### src/hw/drive_cmd_pkg.sv
// Constants, types and decode helpers for the drive command input decoder
//------------------------------------------------------------------------
// Contract
//------------------------------------------------------------------------

package drive_cmd_pkg;

  localparam int NUM_IN = 4;

  typedef logic [6:0]              fn_code_t;
  typedef logic [NUM_IN-1:0][6:0]  fn_table_t;
  typedef logic [2:0]              src_code_t;
  typedef logic [1:0]              wire_code_t;
  typedef logic [2:0]              cfg_addr_t;

  // Input function codes
  localparam fn_code_t FN_DISABLED  = 7'h00;
  localparam fn_code_t FN_RUN       = 7'h01;
  localparam fn_code_t FN_REV_RUN   = 7'h02;
  localparam fn_code_t FN_COAST     = 7'h03;
  localparam fn_code_t FN_QUICK     = 7'h04;
  localparam fn_code_t FN_FAULT_ACK = 7'h09;
  localparam fn_code_t FN_INCH_R    = 7'h0A;
  localparam fn_code_t FN_INCH_L    = 7'h0B;
  localparam fn_code_t FN_REVERSE   = 7'h0C;
  localparam fn_code_t FN_POT_UP    = 7'h0D;
  localparam fn_code_t FN_POT_DN    = 7'h0E;
  localparam fn_code_t FN_FIX_B0    = 7'h0F;
  localparam fn_code_t FN_FIX_B1    = 7'h10;
  localparam fn_code_t FN_FIX_B2    = 7'h11;
  localparam fn_code_t FN_FIX_B3    = 7'h12;
  localparam fn_code_t FN_QSRC1     = 7'h16;
  localparam fn_code_t FN_QSRC2     = 7'h17;
  localparam fn_code_t FN_DC_BRAKE  = 7'h19;
  localparam fn_code_t FN_PID       = 7'h1B;
  localparam fn_code_t FN_EXT_TRIP  = 7'h1D;
  localparam fn_code_t FN_ADD_DIS   = 7'h21;
  localparam fn_code_t FN_FREE      = 7'h63;

  // Command source, wire method, setpoint source and access codes
  localparam src_code_t  SRC_FACTORY  = 3'h0;
  localparam src_code_t  SRC_INPUTS   = 3'h2;
  localparam src_code_t  SRC_SERIAL   = 3'h4;
  localparam src_code_t  SRC_FIELDBUS = 3'h6;
  localparam wire_code_t WIRE_3W_M2   = 2'h3;
  localparam src_code_t  SP_NONE      = 3'h0;
  localparam src_code_t  SP_FIXED     = 3'h3;
  localparam src_code_t  SP_FIELDBUS  = 3'h6;
  localparam logic [1:0] ACCESS_EXT   = 2'h2;

  // Configuration port addresses
  localparam cfg_addr_t CFG_CMD_SRC  = 3'h4;
  localparam cfg_addr_t CFG_WIRE     = 3'h5;
  localparam cfg_addr_t CFG_SETPOINT = 3'h6;

  // Values after reset or factory restore
  localparam fn_table_t  RST_FN_TABLE = {FN_FIX_B0, FN_FAULT_ACK,
                                         FN_REVERSE, FN_RUN};
  localparam wire_code_t RST_WIRE     = 2'h0;
  localparam src_code_t  RST_SETPOINT = SP_FIXED;

  typedef enum logic [1:0] {
    ST_STOPPED = 2'b00,
    ST_RUNNING = 2'b01,
    ST_RAMPING = 2'b11
  } run_state_t;

  typedef struct packed {
    logic              run_lvl;
    logic              run_rise;
    logic              revrun_lvl;
    logic              coast;
    logic              quick;
    logic              inch_r;
    logic              inch_l;
    logic              dir_lvl;
    logic              dir_rise;
    logic              dir_fall;
    logic              pot_up;
    logic              pot_dn;
    logic              fault_ack;
    logic [3:0]        fix_sel;
    logic              qsrc1;
    logic              qsrc2;
    logic              dc_brake;
    logic              pid;
    logic              trip;
    logic              add_dis;
    logic [NUM_IN-1:0] free;
  } fn_out_t;

  function automatic logic [NUM_IN-1:0] fn_mask(input fn_table_t t,
                                                input fn_code_t  c);
    logic [NUM_IN-1:0] m;
    m = '0;
    for (int i = 0; i < NUM_IN; i++)
      m[i] = (t[i] == c);
    return m;
  endfunction : fn_mask

  function automatic logic fn_hit(input fn_table_t         t,
                                  input fn_code_t          c,
                                  input logic [NUM_IN-1:0] v);
    return |(fn_mask(t, c) & v);
  endfunction : fn_hit

  function automatic logic fn_valid(input fn_code_t c);
    case (c)
      FN_DISABLED, FN_RUN, FN_REV_RUN, FN_COAST, FN_QUICK, FN_FAULT_ACK,
      FN_INCH_R, FN_INCH_L, FN_REVERSE, FN_POT_UP, FN_POT_DN,
      FN_FIX_B0, FN_FIX_B1, FN_FIX_B2, FN_FIX_B3, FN_QSRC1, FN_QSRC2,
      FN_DC_BRAKE, FN_PID, FN_EXT_TRIP, FN_ADD_DIS, FN_FREE:
        return 1'b1;
      default:
        return 1'b0;
    endcase
  endfunction : fn_valid

endpackage : drive_cmd_pkg

### src/hw/di_edge_if.sv
// Synchronised input levels and edges passed from sampler to decoder
`timescale 1ns/1ps

interface di_edge_if;
  import drive_cmd_pkg::*;
  logic [NUM_IN-1:0] level;
  logic [NUM_IN-1:0] rise;
  logic [NUM_IN-1:0] fall;
  modport src (output level, output rise, output fall);
  modport dst (input level, input rise, input fall);
endinterface : di_edge_if

### src/hw/di_sampler.sv
// Two-stage input synchroniser with edge detection
`timescale 1ns/1ps

module di_sampler
  import drive_cmd_pkg::*;
(
  // Clock and reset
  input  wire logic              ref_clk_in,
  input  wire logic              reset_in,
  // Raw inputs and sampled result
  input  wire logic [NUM_IN-1:0] di_in,
  di_edge_if.src                 edges
);

  logic [NUM_IN-1:0] meta_r;
  logic [NUM_IN-1:0] sync_r;
  logic [NUM_IN-1:0] prev_r;

  // First stage is read only by the second
  always_ff @(posedge ref_clk_in)
  begin
    if (reset_in)
    begin
      meta_r <= '0;
      sync_r <= '0;
      prev_r <= '0;
    end
    else
    begin
      meta_r <= di_in;
      sync_r <= meta_r;
      prev_r <= sync_r;
    end
  end

  assign edges.level = sync_r;
  assign edges.rise  = sync_r & ~prev_r;
  assign edges.fall  = ~sync_r & prev_r;

endmodule : di_sampler

### src/hw/drive_command_input_decoder.sv
// Top level: configuration store, command gating and run/direction control
`timescale 1ns/1ps

module drive_command_input_decoder
  import drive_cmd_pkg::*;
#(
  parameter bit HAS_FIELDBUS = 1'b1
)
(
  // Clock and reset
  input  wire logic              ref_clk_in,
  input  wire logic              reset_in,
  // Digital inputs and drive status
  input  wire logic [NUM_IN-1:0] di_in,
  input  wire logic              motor_rotating_in,
  // Configuration port
  input  wire logic              cfg_wr_in,
  input  wire cfg_addr_t         cfg_addr_in,
  input  wire fn_code_t          cfg_data_in,
  input  wire logic              factory_restore_in,
  input  wire logic [1:0]        parameter_access_level_in,
  // Motor commands
  output logic                   run_out,
  output logic                   reverse_out,
  output logic                   coast_stop_out,
  output logic                   quick_ramp_stop_out,
  output logic                   inch_run_right_out,
  output logic                   inch_run_left_out,
  output logic                   motor_potentiometer_up_out,
  output logic                   motor_potentiometer_down_out,
  output logic                   fault_ack_out,
  output logic [3:0]             fixed_freq_sel_out,
  output logic                   quick_src1_out,
  output logic                   quick_src2_out,
  output logic                   dc_brake_out,
  output logic                   pid_enable_out,
  output logic                   ext_trip_out,
  output logic [NUM_IN-1:0]      free_inputs_out,
  // Configuration status
  output src_code_t              command_source_select_out,
  output wire_code_t             wire_method_select_out,
  output src_code_t              setpoint_source_select_out,
  output logic                   add_setpoint_en_out,
  output fn_table_t              input_function_out,
  output logic                   cfg_reject_out
);

  localparam src_code_t RST_CMD_SRC = HAS_FIELDBUS ? SRC_FIELDBUS
                                                   : SRC_FACTORY;

  //----------------------------------------------------------------------
  // Input sampling and function decode
  //----------------------------------------------------------------------

  di_edge_if edges ();
  fn_out_t   dec;
  fn_table_t input_function_r;

  di_sampler u_sampler (
    .ref_clk_in (ref_clk_in),
    .reset_in   (reset_in),
    .di_in      (di_in),
    .edges      (edges)
  );

  fn_decoder u_decoder (
    .fn_table_in (input_function_r),
    .edges       (edges),
    .cmd_out     (dec)
  );

  //----------------------------------------------------------------------
  // Configuration store
  //----------------------------------------------------------------------

  src_code_t  command_source_select_r;
  wire_code_t wire_method_select_r;
  src_code_t  setpoint_source_select_r;
  logic       cfg_reject_r;
  logic [1:0] fn_idx;
  logic       fn_write_ok;
  logic       src_ok;
  logic       sp_ok;

  assign fn_idx = cfg_addr_in[1:0];

  // Level 1 access only reaches the command source, wire method and setpoint selectors
  assign fn_write_ok = (parameter_access_level_in >= ACCESS_EXT) &&
                       (input_function_r[fn_idx] != FN_FREE) &&
                       fn_valid(cfg_data_in);

  assign src_ok = (cfg_data_in == 7'(SRC_FACTORY)) ||
                  (cfg_data_in == 7'(SRC_INPUTS)) ||
                  (cfg_data_in == 7'(SRC_SERIAL)) ||
                  (cfg_data_in == 7'(SRC_FIELDBUS));

  assign sp_ok = (cfg_data_in <= 7'(SRC_SERIAL)) ||
                 (cfg_data_in == 7'(SP_FIELDBUS));

  always_ff @(posedge ref_clk_in)
  begin
    cfg_reject_r <= 1'b0;
    if (reset_in || factory_restore_in)
    begin
      input_function_r         <= RST_FN_TABLE;
      command_source_select_r  <= RST_CMD_SRC;
      wire_method_select_r     <= RST_WIRE;
      setpoint_source_select_r <= RST_SETPOINT;
    end
    else if (cfg_wr_in)
    begin
      if (cfg_addr_in < CFG_CMD_SRC)
      begin
        if (fn_write_ok)
          input_function_r[fn_idx] <= cfg_data_in;
        else
          cfg_reject_r <= 1'b1;
      end
      else if (cfg_addr_in == CFG_CMD_SRC)
      begin
        if (src_ok)
          command_source_select_r <= cfg_data_in[2:0];
        else
          cfg_reject_r <= 1'b1;
      end
      else if (cfg_addr_in == CFG_WIRE)
      begin
        if (cfg_data_in[6:2] == 5'h00)
          wire_method_select_r <= cfg_data_in[1:0];
        else
          cfg_reject_r <= 1'b1;
      end
      else if (cfg_addr_in == CFG_SETPOINT)
      begin
        if (sp_ok)
          setpoint_source_select_r <= cfg_data_in[2:0];
        else
          cfg_reject_r <= 1'b1;
      end
      else
        cfg_reject_r <= 1'b1;
    end
  end

  //----------------------------------------------------------------------
  // Run and direction control
  //----------------------------------------------------------------------

  run_state_t state_r;
  logic       run_r;
  logic       reverse_r;
  logic       from_inputs;
  logic       m2_mode;
  logic       enable;

  assign from_inputs = (command_source_select_r == SRC_INPUTS);
  assign m2_mode     = from_inputs &&
                       (wire_method_select_r == WIRE_3W_M2);
  // Code 2 doubles as the permanent enable in three-wire method two
  assign enable      = dec.revrun_lvl;

  always_ff @(posedge ref_clk_in)
  begin
    if (reset_in || !from_inputs)
    begin
      state_r   <= ST_STOPPED;
      run_r     <= 1'b0;
      reverse_r <= 1'b0;
    end
    else if (!m2_mode)
    begin
      // Other wire methods: plain level control, no edge handling
      state_r   <= ST_STOPPED;
      run_r     <= dec.run_lvl | dec.revrun_lvl;
      reverse_r <= dec.revrun_lvl ^ dec.dir_lvl;
    end
    else
    begin
      case (state_r)
        ST_STOPPED:
        begin
          run_r <= 1'b0;
          if (enable && dec.run_rise)
          begin
            state_r   <= ST_RUNNING;
            run_r     <= 1'b1;
            reverse_r <= dec.dir_lvl;
          end
        end
        ST_RUNNING:
        begin
          if (!enable)
          begin
            state_r <= ST_RAMPING;
            run_r   <= 1'b0;
          end
          else if (dec.dir_fall)
            reverse_r <= 1'b0;
          else if (dec.dir_rise)
            reverse_r <= 1'b1;
        end
        ST_RAMPING:
        begin
          // Stays stopping until the drive reports standstill
          run_r <= 1'b0;
          if (!motor_rotating_in)
            state_r <= ST_STOPPED;
        end
        default:
        begin
          state_r <= ST_STOPPED;
          run_r   <= 1'b0;
        end
      endcase
    end
  end

  //----------------------------------------------------------------------
  // Auxiliary commands
  //----------------------------------------------------------------------

  fn_out_t aux_r;
  logic    add_en_r;

  // Commands act only while the inputs are the command source
  always_ff @(posedge ref_clk_in)
  begin
    if (reset_in || !from_inputs)
      aux_r <= '0;
    else
      aux_r <= dec;
  end

  // Additional setpoints are summed when a setpoint source is selected, unless an input disables them while the inputs are the command source
  always_ff @(posedge ref_clk_in)
  begin
    if (reset_in)
      add_en_r <= 1'b0;
    else
      add_en_r <= (setpoint_source_select_r != SP_NONE) &&
                  !(from_inputs && dec.add_dis);
  end

  assign run_out                      = run_r;
  assign reverse_out                  = reverse_r;
  assign coast_stop_out               = aux_r.coast;
  assign quick_ramp_stop_out          = aux_r.quick;
  assign inch_run_right_out           = aux_r.inch_r;
  assign inch_run_left_out            = aux_r.inch_l;
  assign motor_potentiometer_up_out   = aux_r.pot_up;
  assign motor_potentiometer_down_out = aux_r.pot_dn;
  assign fault_ack_out                = aux_r.fault_ack;
  assign fixed_freq_sel_out           = aux_r.fix_sel;
  assign quick_src1_out               = aux_r.qsrc1;
  assign quick_src2_out               = aux_r.qsrc2;
  assign dc_brake_out                 = aux_r.dc_brake;
  assign pid_enable_out               = aux_r.pid;
  assign ext_trip_out                 = aux_r.trip;
  assign free_inputs_out              = aux_r.free;
  assign command_source_select_out    = command_source_select_r;
  assign wire_method_select_out       = wire_method_select_r;
  assign setpoint_source_select_out   = setpoint_source_select_r;
  assign add_setpoint_en_out          = add_en_r;
  assign input_function_out           = input_function_r;
  assign cfg_reject_out               = cfg_reject_r;

  logic [NUM_IN-1:0] free_now;
  assign free_now = fn_mask(input_function_r, FN_FREE);
endmodule : drive_command_input_decoder

### src/hw/fn_decoder.sv
// Maps each input through its function code onto control commands
`timescale 1ns/1ps

module fn_decoder
  import drive_cmd_pkg::*;
(
  // Per-input function codes
  input  wire fn_table_t fn_table_in,
  // Sampled inputs
  di_edge_if.dst         edges,
  // Decoded commands
  output fn_out_t        cmd_out
);

  fn_table_t         t;
  logic [NUM_IN-1:0] v;

  assign t = fn_table_in;
  assign v = edges.level;

  always_comb
  begin
    cmd_out            = '0;
    cmd_out.run_lvl    = fn_hit(t, FN_RUN, v);
    cmd_out.run_rise   = fn_hit(t, FN_RUN, edges.rise);
    cmd_out.revrun_lvl = fn_hit(t, FN_REV_RUN, v);
    cmd_out.coast      = fn_hit(t, FN_COAST, v);
    cmd_out.quick      = fn_hit(t, FN_QUICK, v);
    cmd_out.inch_r     = fn_hit(t, FN_INCH_R, v);
    cmd_out.inch_l     = fn_hit(t, FN_INCH_L, v);
    cmd_out.dir_lvl    = fn_hit(t, FN_REVERSE, v);
    cmd_out.dir_rise   = fn_hit(t, FN_REVERSE, edges.rise);
    cmd_out.dir_fall   = fn_hit(t, FN_REVERSE, edges.fall);
    cmd_out.pot_up     = fn_hit(t, FN_POT_UP, v);
    cmd_out.pot_dn     = fn_hit(t, FN_POT_DN, v);
    cmd_out.fault_ack  = fn_hit(t, FN_FAULT_ACK, v);
    cmd_out.fix_sel[0] = fn_hit(t, FN_FIX_B0, v);
    cmd_out.fix_sel[1] = fn_hit(t, FN_FIX_B1, v);
    cmd_out.fix_sel[2] = fn_hit(t, FN_FIX_B2, v);
    cmd_out.fix_sel[3] = fn_hit(t, FN_FIX_B3, v);
    cmd_out.qsrc1      = fn_hit(t, FN_QSRC1, v);
    cmd_out.qsrc2      = fn_hit(t, FN_QSRC2, v);
    cmd_out.dc_brake   = fn_hit(t, FN_DC_BRAKE, v);
    cmd_out.pid        = fn_hit(t, FN_PID, v);
    cmd_out.trip       = fn_hit(t, FN_EXT_TRIP, v);
    cmd_out.add_dis    = fn_hit(t, FN_ADD_DIS, v);
    cmd_out.free       = fn_mask(t, FN_FREE);
  end

endmodule : fn_decoder

### config.mk
export PLATFORM = sky130hd
export DESIGN_NAME = drive_command_input_decoder
export DESIGN_NICKNAME = d
export VERILOG_FILES = /design/src/hw/drive_cmd_pkg.sv /design/src/hw/di_edge_if.sv /design/src/hw/di_sampler.sv /design/src/hw/drive_command_input_decoder.sv /design/src/hw/fn_decoder.sv
export SDC_FILE = /design/constraint.sdc
export NUM_CORES = 1
export LEC_CHECK = 0
export BUFFER_PORTS_ARGS = -buffer_cell sky130_fd_sc_hd__buf_2
export CORE_UTILIZATION = 41
export DETAILED_ROUTE_END_ITERATION = 12
export GPL_TIMING_DRIVEN = 0
export PLACE_DENSITY_LB_ADDON = 0.25
export SYNTH_ARGS = -nofsm -noshare
export SYNTH_HDL_FRONTEND = slang
export SYNTH_HIERARCHICAL = 1
export SYNTH_SLANG_ARGS = --single-unit
### constraint.sdc
create_clock -name ref_clk_in -period 2.1 [get_ports ref_clk_in]
set_input_delay 0.21 -clock ref_clk_in [delete_from_list [all_inputs] [get_ports ref_clk_in]]
set_output_delay 0.21 -clock ref_clk_in [all_outputs]
set_load 0.005 [all_outputs]
==> key figures <==
STA
  – Final hold vios: 0
  – Max Slew Vio Count: 0
  – Setup Viol. Count Final: 0
  – Min cycle time layout: 2000 ps
  – Relative max-transition margin: 61.8%
  – Worst Clk Skew: 12.7 ps
  – RSZ-0062 raised after global routing: true
  – Period utilisation layout: 95.4%
  – FMAX: 0.499 GHz
  – Worst setup margin: 97.6 ps
  – Worst-margin pin slew: 571 ps

Worst setup path
  – Reg-to-reg endpoint: reverse_out
  – CP startpoint: input_function_out[9]
  – Crit path arrival time: 2260 ps
  – Critical path capture point type: flop
  – Type of the worst setup path: reg -> reg
  – Worst R2R Path Depth: 10
  – Reg2reg start: input_function_out[9]
  – Reg2Reg Setup Slack: 100 ps
  – Critical path startpoint category: flop
  – Worst Path Max Fanout: 9
  – Crit path capture: reverse_out
  – Worst EP required: 2360 ps

Clock tree
  – Cts hold-fix bufs: 0
  – Clock-pin slew on the worst setup and hold paths: 90 ps
  – CTS root buffer: clkbuf_8
  – Clk sink count: 74
  – H-Tree Depth: 3
  – Clock Tree Buf Depth: 2
  – Num CTS Buffers: 9
  – Clock Latency Late Sink: 360 ps
  – CTS tree: built

Floorplan
  – Ports: 81
  – Die height: 102 um
  – Die ar.: 10,400 um2
  – Core ar.: 9770 um2
  – Cell row count: 36
  – Starting density of the core: 42.1%
  – Die width: 102 um

Cells and area
  – Area grow syn2layout: 23.6%
  – Non-Filler Instances: 697
  – Final instance area: 5090 um2
  – Layout cells sized above 1: 33.0%
  – Fin nets: 580
  – Ant diodes: 0
  – FF+latch area: 1520 um2
  – Area of the multi-input gates: 2540 um2
  – FILL cells: 947

Synthesis
  – Commonest cells post-synth: dfxtp_1, nand2_1, nor2_1
  – Async SR Flop Fraction: 0%
  – Synth Warn #: 6
  – Count of flip-flops with a built-in enable after synthesis: 0
  – Cell with the most instances after synthesis: dfxtp_1
  – Post-synthesis instance total: 461
  – Post-Synthesis Net Count: 482
  – Yosys top cell area share: 36.0%
  – Main synth FF type: dfxtp_1
  – Distinct cells, synth: 66
  – Synth top area cells: dfxtp_1, mux2i_1, nand2_1
  – Leading area contributor after synthesis: dfxtp_1
  – Number of synthesized register bits: 74
  – Post-synthesis sequential area ratio: 36.0%
  – Avg Inst Size Synth: 8.93 um2
  – Post-Syn Area: 4120 um2

Route
  – Vias per cell: 5.75
  – Detailed-route wire length: 12,900 um
  – Post-detailed-route DRC marker count: 0
  – DR vias: 4,008
  – Routed length per placed instance: 18.4 um
  – Routed Antenna Nets: 0
  – DR iter-0 viols: 233
  – First-pass DRT Iterations: 5

Placement
  – Gpl congestion: 0.991
  – Placed Cells: 670
  – DP HPWL: 9400 um
  – Pre-CTS setup slack: -386 ps
  – I/O Buffers: 76
  – DP Area: 4660 um2

Job
  – Max-cap check violation count: 0

Status
  – Outcome: finished clean

Global routing
  – Total global routing overflow: 0
  – Total global-route track usage: 25.7%
  – First-pass GRT wire length: 20,100 um
  – Vias in the first global route: 3,818
  – Largest net degree at the start of global routing: 14
  – Initial antenna violation count: 0

Hold path
  – Hold path startpoint: di_in[2]
  – Worst Hold Class: in -> reg

Power
  – Peak supply drop: 370 uV
  – Leak: 2.07 nW
  – Total Power: 2.73 mW
  – Power per cell area: 537 nW/um2
[how the worst min path moves through the flow]
stage / depth (start not counted) / slack [ps] / end
2_1_floorplan: 1 / 280 / add_setpoint_en_out
4_1_cts: 2 / 50 / u_sampler/meta_r[2]
6_report: 2 / 60 / u_sampler/meta_r[2]
5_1_grt: 2 / 60 / u_sampler/meta_r[1]
3_3_place_gp: 2 / 420 / u_sampler/meta_r[0]
3_5_place_dp: 2 / 430 / u_sampler/meta_r[2]
[layout by cell type, fill, tap and decap left out, types with 4 or more instances in the layout]
master | synthesis | layout
buf_2 | 2 | 77
dfxtp_1 | 74 | 53
nand2_1 | 51 | 51
nor2_1 | 41 | 40
mux2i_1 | 37 | 37
nand3_1 | 30 | 30
and2_1 | 24 | 23
nor2b_1 | 23 | 20
dfxtp_2 | 0 | 18
clkbuf_8 | 7 | 16
nand4_1 | 15 | 15
buf_4 | 0 | 14
nor2b_2 | 8 | 11
nand2b_1 | 11 | 10
a32oi_1 | 10 | 10
nor3_1 | 13 | 9
clkbuf_1 | 9 | 7
o211ai_1 | 7 | 7
and3_1 | 5 | 5
nor4b_4 | 4 | 5
nor4_1 | 5 | 4
o21ai_0 | 4 | 4
a21oi_1 | 4 | 4
[per-stage QoR]
step | hold slack, ps | utilization [%] | TNS, ps
floorplan | 283 | - | 0
global placement | 417 | 47.7 | -2070
detailed placement | 434 | 47.7 | -2680
CTS | 50.8 | 50.7 | -337
global route | 55.6 | 52.0 | -11.5
finish | 60.2 | 52.0 | 0
[worst max-delay path: stages, from the launching register on]
cell and delay, ps:
dfxtp_4 370, buf_6 140, nor4b_4 310, and3_1 200
a31oi_1 50, o211ai_1 150, nor3b_2 200, a21oi_1 60
o22ai_1 170, o21ai_0 90, and2_1 150
[logic make-up after synthesis]
family | share of synthesized area, %
muxes | 9.54
and+or+nand+nor | 37.6
AOI/OAI and AO/OA | 11.6
xor gates and xnor gates | 0.638
DFF | 36.0
buffers and inverters | 4.62
[where the power goes]
part | internal (mW) | switching (mW) | total [mW] | leakage [nW]
Combinational | 0.0919 | 0.106 | 0.197 | 1.38
Clock | 0.551 | 0.563 | 1.11 | 0.0925
Sequential | 1.41 | 0.00895 | 1.42 | 0.602
Total | 2.05 | 0.678 | 2.73 | 2.07
[sequential cells by signal, summed over array words and instances, names as in the netlist, 2 cells and up]
register                    count
input_function_out             28
fixed_freq_sel_out              4
free_inputs_out                 4
u_sampler/edges.level           4
u_sampler/meta_r                4
u_sampler/prev_r                4
command_source_select_out       3
setpoint_source_select_out      3
state_r                         2
wire_method_select_out          2
[layer usage]
metal	wire length [um]	vias to the layer above	GRT usage (%)
met4	337	0	10.2
met1	5600	1929	32.5
li1	-	1874	-
met2	6090	176	43.2
met5	0	-	0
met3	826	29	4.92
[layout make-up]
class / instances / share of cell area (%)
Buffer: 20 / 3.57
Clock buffer: 10 / 2.51
Clock inverter: 6 / 1.33
Inverter: 3 / 0.221
Multi-Input combinational cell: 362 / 49.9
Sequential cell: 74 / 29.8
Tap cell: 133 / 3.27
Timing Repair Buffer: 89 / 9.40
[repair_timing]
item / in CTS / in global routing
pin swaps: 5 / 7
buffers inserted: 7 / 6
gates cloned: 0 / 0
setup endpoints to repair: 28 / 17
resized for setup: 13 / 37
(Power assumes the default switching activity.)
